[config.mk]
export PLATFORM = sky130hd
export DESIGN_NAME = bpmc_bridge
export DESIGN_NICKNAME = d
export VERILOG_FILES = /design/src/bpmc_pkg.sv /design/src/bpmc_bridge.sv
export SDC_FILE = /design/constraint.sdc
export NUM_CORES = 2
export LEC_CHECK = 0
export ABC_AREA = 1
export BUFFER_PORTS_ARGS = -buffer_cell sky130_fd_sc_hd__buf_2
export CAP_MARGIN = 5
export CORE_ASPECT_RATIO = 1.25
export CORE_MARGIN = 4
export CORE_UTILIZATION = 50
export DETAILED_ROUTE_END_ITERATION = 10
export PLACE_DENSITY = 0.64
export SYNTH_ARGS = -nofsm -noshare
export SYNTH_HDL_FRONTEND = slang
export SYNTH_SLANG_ARGS = --single-unit
[constraint.sdc]
create_clock -name clk -period 40.3 [get_ports clk]
set_clock_uncertainty 0.1 [all_clocks]
set_input_delay 6.045 -clock clk [delete_from_list [all_inputs] [get_ports clk]]
set_output_delay 6.045 -clock clk [all_outputs]
set_load 0.05 [all_outputs]
[src/bpmc_pkg.sv]
`default_nettype none
package bpmc_pkg;

	// ----------------------------------------
	// register offsets (byte addresses)
	// ----------------------------------------
	localparam logic [7:0] OFF_WIN_BASE = 8'h00;
	localparam logic [7:0] OFF_WIN_LIMIT = 8'h04;
	localparam logic [7:0] OFF_STATUS = 8'h08;
	localparam logic [7:0] OFF_PM_CTRL = 8'hE0;
	localparam logic [7:0] OFF_LAST_CAP = 8'hE4;

	// ----------------------------------------
	// power-management control word
	// ----------------------------------------
	localparam int PS_LSB = 0;
	localparam logic [1:0] PS_D0 = 2'h0;
	localparam logic [1:0] PS_D3 = 2'h3;
	localparam logic [1:0] PS_RST = 2'h0;

	// ----------------------------------------
	// last capability entry
	// ----------------------------------------
	localparam int CAP_ID_LSB = 0;
	localparam int CAP_NEXT_LSB = 8;
	localparam logic [7:0] CAP_ID_PM = 8'h01;
	localparam logic [7:0] CAP_NEXT_END = 8'h00;

	// ----------------------------------------
	// status word fields
	// ----------------------------------------
	localparam int ST_PEND_VALID_LSB = 0;
	localparam int ST_PEND_DONE_LSB = 2;
	localparam int ST_OUT0_LSB = 4;
	localparam int ST_OUT1_LSB = 6;
	localparam int ST_PS_LSB = 8;
	localparam int ST_FIFO_FULL_LSB = 10;

	// ----------------------------------------
	// reset values and misc
	// ----------------------------------------
	localparam logic [31:0] WIN_BASE_RST = 32'h0000_0000;
	localparam logic [31:0] WIN_LIMIT_RST = 32'h0000_0000;
	localparam logic [3:0] CMD_MEM_WRITE = 4'h7;
	localparam int FIFO_DEPTH = 16;

	typedef enum logic [1:0]
	{
		OUT_NONE = 2'h0,
		OUT_POSTED = 2'h1,
		OUT_RETRY = 2'h2,
		OUT_DONE = 2'h3
	} bpmc_outcome_t;

	typedef struct packed
	{
		logic [3:0] cmd;
		logic [31:0] addr;
		logic [3:0] be;
	} bpmc_cycle_t;

	typedef struct packed
	{
		logic upstream;
		bpmc_cycle_t cyc;
		logic [31:0] data;
	} bpmc_post_t;

	typedef struct packed
	{
		logic frame_n;
		logic device_select_n;
		logic [31:0] ad;
		logic [3:0] cbe;
	} bpmc_pin_in_t;

	typedef struct packed
	{
		logic device_select_n;
		logic trdy_n;
		logic stop_n;
	} bpmc_tgt_t;

endpackage
`default_nettype wire

[src/bpmc_bridge.sv]
`timescale 1ns/1ns
`default_nettype none

// ----------------------------------------
// posted-write fifo
// ----------------------------------------
module bpmc_fifo #(
	parameter int W = 8,
	parameter int DEPTH = 16
) (
	input wire logic clk,
	input wire logic rst_n,
	input wire logic flush,
	input wire logic in_valid,
	input wire logic [W-1:0] in_data,
	output logic in_ready,
	output logic out_valid,
	output logic [W-1:0] out_data,
	input wire logic out_ready
);
	localparam int AW = $clog2(DEPTH);
	logic [W-1:0] mem [DEPTH];
	logic [AW-1:0] wr_q;
	logic [AW-1:0] rd_q;
	logic [AW:0] cnt_q;
	logic [AW:0] cnt_d;
	wire push = in_valid & in_ready;
	wire pop = out_valid & out_ready;

	// flags from the count
	assign cnt_d = cnt_q + (AW+1)'(push) - (AW+1)'(pop);
	assign out_data = mem[rd_q];

	// storage
	always_ff @(posedge clk)
	begin
		if (push)
			mem[wr_q] <= in_data;
	end

	// pointers and registered flags
	always_ff @(posedge clk or negedge rst_n)
	begin
		if (!rst_n)
		begin
			wr_q <= '0;
			rd_q <= '0;
			cnt_q <= '0;
			in_ready <= 1'b0;
			out_valid <= 1'b0;
		end
		else if (flush)
		begin
			wr_q <= '0;
			rd_q <= '0;
			cnt_q <= '0;
			in_ready <= 1'b1;
			out_valid <= 1'b0;
		end
		else
		begin
			wr_q <= wr_q + AW'(push);
			rd_q <= rd_q + AW'(pop);
			cnt_q <= cnt_d;
			in_ready <= cnt_d != (AW+1)'(DEPTH);
			out_valid <= cnt_d != '0;
		end
	end
endmodule

// ----------------------------------------
// bridge power management and claim logic
// ----------------------------------------
module bpmc_bridge (
	input wire logic clk,
	input wire logic resetn,
	input wire logic wb_cyc_i,
	input wire logic wb_stb_i,
	input wire logic wb_we_i,
	input wire logic [7:0] wb_adr_i,
	input wire logic [3:0] wb_sel_i,
	input wire logic [31:0] wb_dat_i,
	output logic [31:0] wb_dat_o,
	output logic wb_ack_o,
	input wire bpmc_pkg::bpmc_pin_in_t primary_pins_i,
	input wire bpmc_pkg::bpmc_pin_in_t secondary_pins_i,
	output bpmc_pkg::bpmc_tgt_t primary_tgt_o,
	output logic primary_tgt_oe_o,
	output bpmc_pkg::bpmc_tgt_t secondary_tgt_o,
	output logic secondary_tgt_oe_o,
	output logic fwd_valid_o,
	output bpmc_pkg::bpmc_post_t fwd_data_o,
	input wire logic fwd_ready_i,
	output logic [1:0] delayed_valid_o,
	output bpmc_pkg::bpmc_cycle_t [1:0] delayed_cyc_o,
	input wire logic [1:0] delayed_done_i,
	output logic internal_reset_o
);
	// ----------------------------------------
	// helpers
	// ----------------------------------------
	function automatic logic in_window(input logic [31:0] a, input logic [31:0] b, input logic [31:0] l);
		in_window = (a >= b) && (a <= l);
	endfunction

	function automatic logic [31:0] merge(input logic [31:0] o, input logic [31:0] n, input logic [3:0] s);
		for (int k = 0; k < 4; k++)
			merge[k*8 +: 8] = s[k] ? n[k*8 +: 8] : o[k*8 +: 8];
	endfunction

	// ----------------------------------------
	// reset release
	// ----------------------------------------
	logic rst_s1_q;
	logic rst_n;
	always_ff @(posedge clk or negedge resetn)
	begin
		if (!resetn)
		begin
			rst_s1_q <= 1'b0;
			rst_n <= 1'b0;
		end
		else
		begin
			rst_s1_q <= 1'b1;
			rst_n <= rst_s1_q;
		end
	end

	// ----------------------------------------
	// register file
	// ----------------------------------------
	logic [1:0] ps_q;
	logic [31:0] win_base_q;
	logic [31:0] win_limit_q;
	logic soft_q;
	logic [1:0] pend_valid;
	logic [1:0] pend_done;
	bpmc_pkg::bpmc_outcome_t [1:0] last_out;
	logic fifo_in_ready;

	// bus decode
	wire wb_req = wb_cyc_i & wb_stb_i & ~wb_ack_o;
	wire wb_wr = wb_req & wb_we_i;
	wire sel_pm = wb_adr_i == bpmc_pkg::OFF_PM_CTRL;
	wire sel_base = wb_adr_i == bpmc_pkg::OFF_WIN_BASE;
	wire sel_limit = wb_adr_i == bpmc_pkg::OFF_WIN_LIMIT;
	wire [1:0] ps_wdata = wb_dat_i[bpmc_pkg::PS_LSB +: 2];
	wire ps_legal = (ps_wdata == bpmc_pkg::PS_D0) | (ps_wdata == bpmc_pkg::PS_D3);
	wire ps_write = wb_wr & sel_pm & wb_sel_i[0] & ps_legal;
	wire wake = ps_write & (ps_wdata == bpmc_pkg::PS_D0) & (ps_q == bpmc_pkg::PS_D3);

	// read mux; unlisted bits read zero
	logic [31:0] rdata;
	always_comb
	begin
		rdata = 32'h0000_0000;
		unique case (wb_adr_i)
			bpmc_pkg::OFF_PM_CTRL: rdata[bpmc_pkg::PS_LSB +: 2] = ps_q;
			bpmc_pkg::OFF_LAST_CAP:
			begin
				rdata[bpmc_pkg::CAP_ID_LSB +: 8] = bpmc_pkg::CAP_ID_PM;
				rdata[bpmc_pkg::CAP_NEXT_LSB +: 8] = bpmc_pkg::CAP_NEXT_END;
			end
			bpmc_pkg::OFF_WIN_BASE: rdata = win_base_q;
			bpmc_pkg::OFF_WIN_LIMIT: rdata = win_limit_q;
			bpmc_pkg::OFF_STATUS:
			begin
				rdata[bpmc_pkg::ST_PEND_VALID_LSB +: 2] = pend_valid;
				rdata[bpmc_pkg::ST_PEND_DONE_LSB +: 2] = pend_done;
				rdata[bpmc_pkg::ST_OUT0_LSB +: 2] = last_out[0];
				rdata[bpmc_pkg::ST_OUT1_LSB +: 2] = last_out[1];
				rdata[bpmc_pkg::ST_PS_LSB +: 2] = ps_q;
				rdata[bpmc_pkg::ST_FIFO_FULL_LSB] = ~fifo_in_ready;
			end
			default: rdata = 32'h0000_0000;
		endcase
	end

	// bus answer, one wait state
	always_ff @(posedge clk or negedge rst_n)
	begin
		if (!rst_n)
		begin
			wb_ack_o <= 1'b0;
			wb_dat_o <= 32'h0000_0000;
		end
		else
		begin
			wb_ack_o <= wb_req;
			wb_dat_o <= wb_req ? rdata : wb_dat_o;
		end
	end

	// power state and windows
	always_ff @(posedge clk or negedge rst_n)
	begin
		if (!rst_n)
		begin
			ps_q <= bpmc_pkg::PS_RST;
			win_base_q <= bpmc_pkg::WIN_BASE_RST;
			win_limit_q <= bpmc_pkg::WIN_LIMIT_RST;
			soft_q <= 1'b0;
			internal_reset_o <= 1'b0;
		end
		else
		begin
			soft_q <= wake;
			internal_reset_o <= wake;
			if (ps_write)
				ps_q <= ps_wdata;
			if (soft_q)
			begin
				win_base_q <= bpmc_pkg::WIN_BASE_RST;
				win_limit_q <= bpmc_pkg::WIN_LIMIT_RST;
			end
			else
			begin
				if (wb_wr & sel_base)
					win_base_q <= merge(win_base_q, wb_dat_i, wb_sel_i);
				if (wb_wr & sel_limit)
					win_limit_q <= merge(win_limit_q, wb_dat_i, wb_sel_i);
			end
		end
	end

	// ----------------------------------------
	// per-port claim engines
	// ----------------------------------------
	typedef enum logic [3:0]
	{
		ST_IDLE = 4'h1,
		ST_DECODE = 4'h2,
		ST_RESP = 4'h4,
		ST_WAIT = 4'h8
	} bpmc_state_t;

	bpmc_pkg::bpmc_pin_in_t pins [2];
	bpmc_pkg::bpmc_tgt_t tgt [2];
	logic [1:0] tgt_oe;
	logic [1:0] push;
	bpmc_pkg::bpmc_post_t post [2];
	wire in_d0 = ps_q == bpmc_pkg::PS_D0;

	assign pins[0] = primary_pins_i;
	assign pins[1] = secondary_pins_i;

	for (genvar i = 0; i < 2; i++)
	begin : g_port
		bpmc_pkg::bpmc_pin_in_t s1_q;
		bpmc_pkg::bpmc_pin_in_t s2_q;
		bpmc_pkg::bpmc_pin_in_t s3_q;
		logic frame_f_q;
		logic devsel_f_q;
		bpmc_state_t st_q;
		bpmc_pkg::bpmc_cycle_t cur_q;
		bpmc_pkg::bpmc_cycle_t pend_q;
		logic pv_q;
		logic pd_q;
		logic complete_q;
		bpmc_pkg::bpmc_outcome_t out_q;

		// filtered frame and device-select
		wire frame_nxt = (s2_q.frame_n == s3_q.frame_n) ? s3_q.frame_n : frame_f_q;
		wire devsel_nxt = (s2_q.device_select_n == s3_q.device_select_n) ? s3_q.device_select_n : devsel_f_q;
		wire start = frame_f_q & ~frame_nxt;

		// claim decision in decode
		bpmc_pkg::bpmc_cycle_t seen;
		assign seen = '{cmd: cur_q.cmd, addr: cur_q.addr, be: s3_q.cbe};
		wire hit = in_window(cur_q.addr, win_base_q, win_limit_q);
		wire other_claim = (i == 0) & ~devsel_nxt;
		wire toward = (i == 0) ? hit : ~hit;
		wire claim = (st_q == ST_DECODE) & in_d0 & toward & ~other_claim;
		wire match = pv_q & (pend_q == seen);
		logic yield_post;
		// secondary yields posting to primary; primary never yields
		if (i == 0)
		begin : g_first
			assign yield_post = 1'b0;
		end
		else
		begin : g_later
			assign yield_post = push[0];
		end
		wire can_post = (cur_q.cmd == bpmc_pkg::CMD_MEM_WRITE) & fifo_in_ready & ~yield_post;
		wire finish = claim & match & pd_q;
		wire do_post = claim & ~pv_q & can_post;
		wire do_defer = claim & ~pv_q & ~can_post;

		assign push[i] = do_post;
		assign post[i] = '{upstream: (i == 1), cyc: seen, data: s3_q.ad};
		assign pend_valid[i] = pv_q;
		assign pend_done[i] = pd_q;
		assign last_out[i] = out_q;
		assign delayed_cyc_o[i] = pend_q;
		assign delayed_valid_o[i] = pv_q;

		// pin samplers
		always_ff @(posedge clk or negedge rst_n)
		begin
			if (!rst_n)
			begin
				s1_q <= '{frame_n: 1'b1, device_select_n: 1'b1, default: '0};
				s2_q <= '{frame_n: 1'b1, device_select_n: 1'b1, default: '0};
				s3_q <= '{frame_n: 1'b1, device_select_n: 1'b1, default: '0};
				frame_f_q <= 1'b1;
				devsel_f_q <= 1'b1;
			end
			else
			begin
				s1_q <= pins[i];
				s2_q <= s1_q;
				s3_q <= s2_q;
				frame_f_q <= frame_nxt;
				devsel_f_q <= devsel_nxt;
			end
		end

		// cycle state machine
		always_ff @(posedge clk or negedge rst_n)
		begin
			if (!rst_n)
			begin
				st_q <= ST_IDLE;
				cur_q <= '0;
				complete_q <= 1'b0;
				out_q <= bpmc_pkg::OUT_NONE;
			end
			else if (soft_q)
			begin
				st_q <= ST_IDLE;
				complete_q <= 1'b0;
				out_q <= bpmc_pkg::OUT_NONE;
			end
			else
			begin
				unique case (st_q)
					ST_IDLE:
					begin
						if (start)
						begin
							st_q <= ST_DECODE;
							cur_q <= '{cmd: s3_q.cbe, addr: s3_q.ad, be: 4'h0};
						end
					end
					ST_DECODE:
					begin
						st_q <= claim ? ST_RESP : ST_WAIT;
						complete_q <= finish | do_post;
						if (finish)
							out_q <= bpmc_pkg::OUT_DONE;
						else if (do_post)
							out_q <= bpmc_pkg::OUT_POSTED;
						else if (claim)
							out_q <= bpmc_pkg::OUT_RETRY;
					end
					ST_RESP, ST_WAIT:
					begin
						if (frame_nxt)
							st_q <= ST_IDLE;
					end
				endcase
			end
		end

		// target signals, held until frame is released
		always_ff @(posedge clk or negedge rst_n)
		begin
			if (!rst_n)
			begin
				tgt[i] <= '{device_select_n: 1'b1, trdy_n: 1'b1, stop_n: 1'b1};
				tgt_oe[i] <= 1'b0;
			end
			else
			begin
				tgt_oe[i] <= (claim | (st_q == ST_RESP)) & ~soft_q & ~((st_q == ST_RESP) & frame_nxt);
				tgt[i].device_select_n <= ~((claim | (st_q == ST_RESP)) & ~frame_nxt);
				tgt[i].trdy_n <= ~(claim ? (finish | do_post) : ((st_q == ST_RESP) & complete_q & ~frame_nxt));
				tgt[i].stop_n <= ~(claim ? ~(finish | do_post) : ((st_q == ST_RESP) & ~complete_q & ~frame_nxt));
			end
		end

		// delayed transaction store
		always_ff @(posedge clk or negedge rst_n)
		begin
			if (!rst_n)
			begin
				pv_q <= 1'b0;
				pd_q <= 1'b0;
				pend_q <= '0;
			end
			else if (soft_q)
			begin
				pv_q <= 1'b0;
				pd_q <= 1'b0;
			end
			else if (do_defer)
			begin
				pv_q <= 1'b1;
				pd_q <= 1'b0;
				pend_q <= seen;
			end
			else if (finish)
			begin
				pv_q <= 1'b0;
				pd_q <= 1'b0;
			end
			else if (pv_q & delayed_done_i[i])
				pd_q <= 1'b1;
		end
	end

	assign primary_tgt_o = tgt[0];
	assign primary_tgt_oe_o = tgt_oe[0];
	assign secondary_tgt_o = tgt[1];
	assign secondary_tgt_oe_o = tgt_oe[1];

	// ----------------------------------------
	// posted writes toward the far port
	// ----------------------------------------
	bpmc_fifo #(
		.W($bits(bpmc_pkg::bpmc_post_t)),
		.DEPTH(bpmc_pkg::FIFO_DEPTH)
	) u_fifo (
		.clk(clk),
		.rst_n(rst_n),
		.flush(soft_q),
		.in_valid(|push),
		.in_data(push[0] ? post[0] : post[1]),
		.in_ready(fifo_in_ready),
		.out_valid(fwd_valid_o),
		.out_data(fwd_data_o),
		.out_ready(fwd_ready_i)
	);
endmodule
`default_nettype wire

==> flow_metrics.env <==
export IMPL_syn_num_nets=5786
export IMPL_clk_pin_slew_worst_paths_ns=0.06
export IMPL_drv_cap=0
export IMPL_crit_start="u_fifo.rd_q[0]$_DFF_PN0_"
export IMPL_ctsResizeCount=0
export IMPL_synth_edff_count=1168
export IMPL_most_common_layout_cells="edfxtp_1 (1168), nand2_1 (666), o21ai_0 (571)"
export IMPL_cts_tree="built"
export IMPL_fin_crit_sh_pct=31.0
export IMPL_post_cts_buffers=0
export IMPL_start_util_pct=50.4
export IMPL_r2r_start="g_port[1].cur_q[29]$_DFFE_PN0P_"
export IMPL_drive_above_1_share_pct=14.1
export IMPL_r2r_end="u_fifo.mem[1][65]$_DFFE_PP_"
export IMPL_cts_buffers=162
export IMPL_crit_family="buffers and inverters"
export IMPL_drc=0
export IMPL_vias=44300
export IMPL_hold_buffers=0
export IMPL_yosys_area_top_type="edfxtp_1"
export IMPL_antenna_found_initial=4
export IMPL_synth_top_area_share_pct=50.5
export IMPL_synthTopCellsByArea="edfxtp_1 (51%), dfrtp_1 (18%), o21ai_0 (4.3%), mux2i_1 (4.2%), nand2_1 (3.6%)"
export IMPL_leakage_uw=0.0314
export IMPL_drt_total_wl_mm=191
export IMPL_post_drt_wl_per_cell_um=24.4
export IMPL_vias_per_cell=5.66
export IMPL_grt_pass1_wl_mm=279
export IMPL_ant_nets=0
export IMPL_synth_cells=5519
export IMPL_synth_distinct_cells=56
export IMPL_cp_common_cell="buf_4"
export IMPL_cts_root_buf="clkbuf_16"
export IMPL_ys_warn_count=0
export IMPL_status="completed"
export IMPL_cp_arrival_ns=6.36
export IMPL_clkLatencyLatePin_ns=0.81
export IMPL_grt_max_degree=208
export IMPL_dominantRegCellSynth="edfxtp_1"
export IMPL_setup_viol=0
export IMPL_dieArea_sq_um=145000
export IMPL_tightest_slew_ns=1.34
export IMPL_async_reset_ff_share_pct=30.9
export IMPL_slew_viol_final=0
export IMPL_crit_path_max_incr_delay_ns=1.00
export IMPL_worst_r2r_path_depth=14
export IMPL_worst_path_stages=9
export IMPL_cts_htree_levels=4
export IMPL_area_growth_synth_to_final_pct=13.2
export IMPL_relSlewSlack_pct=10.0
export IMPL_fin_nets=6100
export IMPL_hp_class="flop to flop"
export IMPL_fin_area_sq_um=78600
export IMPL_tns_ns=0
export IMPL_crit_chain="buf_4, buf_12, buf_4, buf_4, mux2i_1, o211ai_1, nand3_1, nand2_1, buf_2"
export IMPL_path_class="flop to primary output"
export IMPL_crit_buf_inv=5
export IMPL_crit_end="fwd_data_o[33]"
export IMPL_die_w_um=341
export IMPL_hold_viol_final=0
export IMPL_peakVddDrop_mv=0.0659
export IMPL_drt_iter0_drc=3963
export IMPL_rows=152
export IMPL_end_kind="primary output"
export IMPL_layout_commonest_cell="edfxtp_1"
export IMPL_path_max_fanout=180
export IMPL_gp_congestion=0.929
export IMPL_syn_avg_cell_area_sq_um=12.6
export IMPL_cp_slowest_cell="dfrtp_4"
export IMPL_cts_sinks=1691
export IMPL_cp_required_ns=34.16
export IMPL_power_density_nw_per_um2=68.6
export IMPL_min_period_ns=12.51
export IMPL_grt_pass1_vias=43200
export IMPL_clk_path_buf_depth=3
export IMPL_detail_route_first_pass_iterations=8
export IMPL_synth_seq_area_share_pct=69.4
export IMPL_netlist_area_sq_um=69400
export IMPL_ys_seq_elements=1691
export IMPL_clock_fmax_mhz=79.9
export IMPL_n_antenna_cell=0
export IMPL_post_dp_cell_area_sq_um=73200
export IMPL_post_dp_hpwl_mm=116
export IMPL_grt_overflow=0
export IMPL_nFillCells=11300
export IMPL_rsz0062_at_grt="false"
export IMPL_io_pins=326
export IMPL_start_kind="flop"
export IMPL_grt_usage_pct=26.1
export IMPL_core_sq_um=138000
export IMPL_die_h_um=425
export IMPL_timing_reg2reg_setup_slack_ns=34.76
export IMPL_port_buffers=324
-- synthesized netlist by cell type (8+ instances only) --
cell type	n
xor2_1	10
o211ai_1	293
or2_2	21
nand3b_1	8
mux2_2	17
nor2_1	156
o21ai_2	41
xnor2_1	15
a21oi_1	425
o22ai_1	12
edfxtp_1	1168
nor4_1	15
clkbuf_1	200
buf_2	59
inv_1	560
dfrtp_1	503
buf_6	12
nand3_1	113
mux2i_1	292
nor3_1	19
o21a_1	10
nand4_1	68
ha_1	138
nand2_1	666
dfstp_2	20
buf_1	16
o21ai_0	599
-- cell type report --
cell class	count	area, sq um	share of cell area (%)
Clock buffer	205	4380	5.57
Clock inverter	94	993	1.26
Inverter	562	2120	2.70
Multi-Input combinational cell	2972	18000	22.9
Sequential cell	1691	48200	61.3
Tap cell	1848	2310	2.94
Timing Repair Buffer	444	2580	3.29
-- worst register-to-register path, delay by kind of cell (launching register included) --
kind | cells | cell delay (ns)
simple gates | 7 | 1.59
buf+inv | 2 | 1.38
compound gates | 4 | 1.02
flops | 1 | 0.69
fa+ha+maj | 1 | 0.36
-- per-stage QoR --
| step | power, uW | hold slack (ns) | worst slack [ns] | instances | utilization [%] |
|---|---|---|---|---|---|
| 2_1_floorplan | 3320 | 0.231 | 24.58 | 5519 | - |
| 3_3_place_gp | 3870 | 0.233 | 28.61 | 7517 | 53.2 |
| 3_5_place_dp | 3900 | 0.235 | 28.56 | 7517 | 53.2 |
| 4_1_cts | 5430 | 0.242 | 27.69 | 7816 | 57.1 |
| 5_1_grt | 5650 | 0.250 | 27.26 | 7816 | 57.1 |
| 6_report | 5400 | 0.240 | 27.79 | 7816 | 57.1 |
-- report_power, final --
group	switching, uW	internal [uW]
Combinational	1260	496
Sequential	127	1980
Clock	667	870
Total	2050	3340
-- logic make-up after synthesis --
logic type               share of synthesized area, %
AO/OA/AOI/OAI                                    11.6
adder cells (fa/ha/maj)                          2.55
XOR/XNOR                                        0.315
buffers and inverters                            4.90
AND/OR/NAND/NOR                                  6.70
flip-flops                                       69.4
multiplexers                                     4.49
other                                         0.00540
-- routing by layer --
metal,GRT usage (%),part of all wire (%),up-vias
met5,0,0.011,-
met4,9.77,3.9,4
met2,43.2,48,1627
met3,5.21,7.3,348
met1,34.3,40,22000
li1,-,-,20300
-- state kept, by name, summed over array words and instances (netlist names), 2 cells and up --
name / count
g_port.frame_f_q: 2
u_fifo.rd_q: 4
win_limit_q: 32
u_fifo.wr_q: 4
g_port.s3_q: 75
delayed_cyc_o: 80
g_port.s2_q: 75
g_port.complete_q: 2
ps_q: 2
g_port.s1_q: 75
g_port.cur_q: 72
u_fifo.cnt_q: 5
u_fifo.mem: 1168
g_port.out_q: 4
g_port.pd_q: 2
primary_tgt_o: 3
win_base_q: 32
g_port.pv_q: 2
wb_dat_o: 32
secondary_tgt_o: 3
g_port.st_q: 8
-- worst min-delay path by stage --
stage | from | to | slack (ns) | cells past startpoint
4_1_cts | g_port[1].s1_q[0]$_DFF_PN0_ | g_port[1].s2_q[0]$_DFF_PN0_ | 0.24 | 0
3_5_place_dp | g_port[0].s1_q[5]$_DFF_PN0_ | g_port[0].s2_q[5]$_DFF_PN0_ | 0.23 | 0
5_1_grt | g_port[1].s1_q[2]$_DFF_PN0_ | g_port[1].s2_q[2]$_DFF_PN0_ | 0.25 | 0
3_3_place_gp | g_port[1].s2_q[2]$_DFF_PN0_ | g_port[1].s3_q[2]$_DFF_PN0_ | 0.23 | 0
6_report | g_port[1].s1_q[0]$_DFF_PN0_ | g_port[1].s2_q[0]$_DFF_PN0_ | 0.24 | 0
2_1_floorplan | g_port[0].s1_q[0]$_DFF_PN0_ | g_port[0].s2_q[0]$_DFF_PN0_ | 0.23 | 0
(Power assumes the default switching activity.)
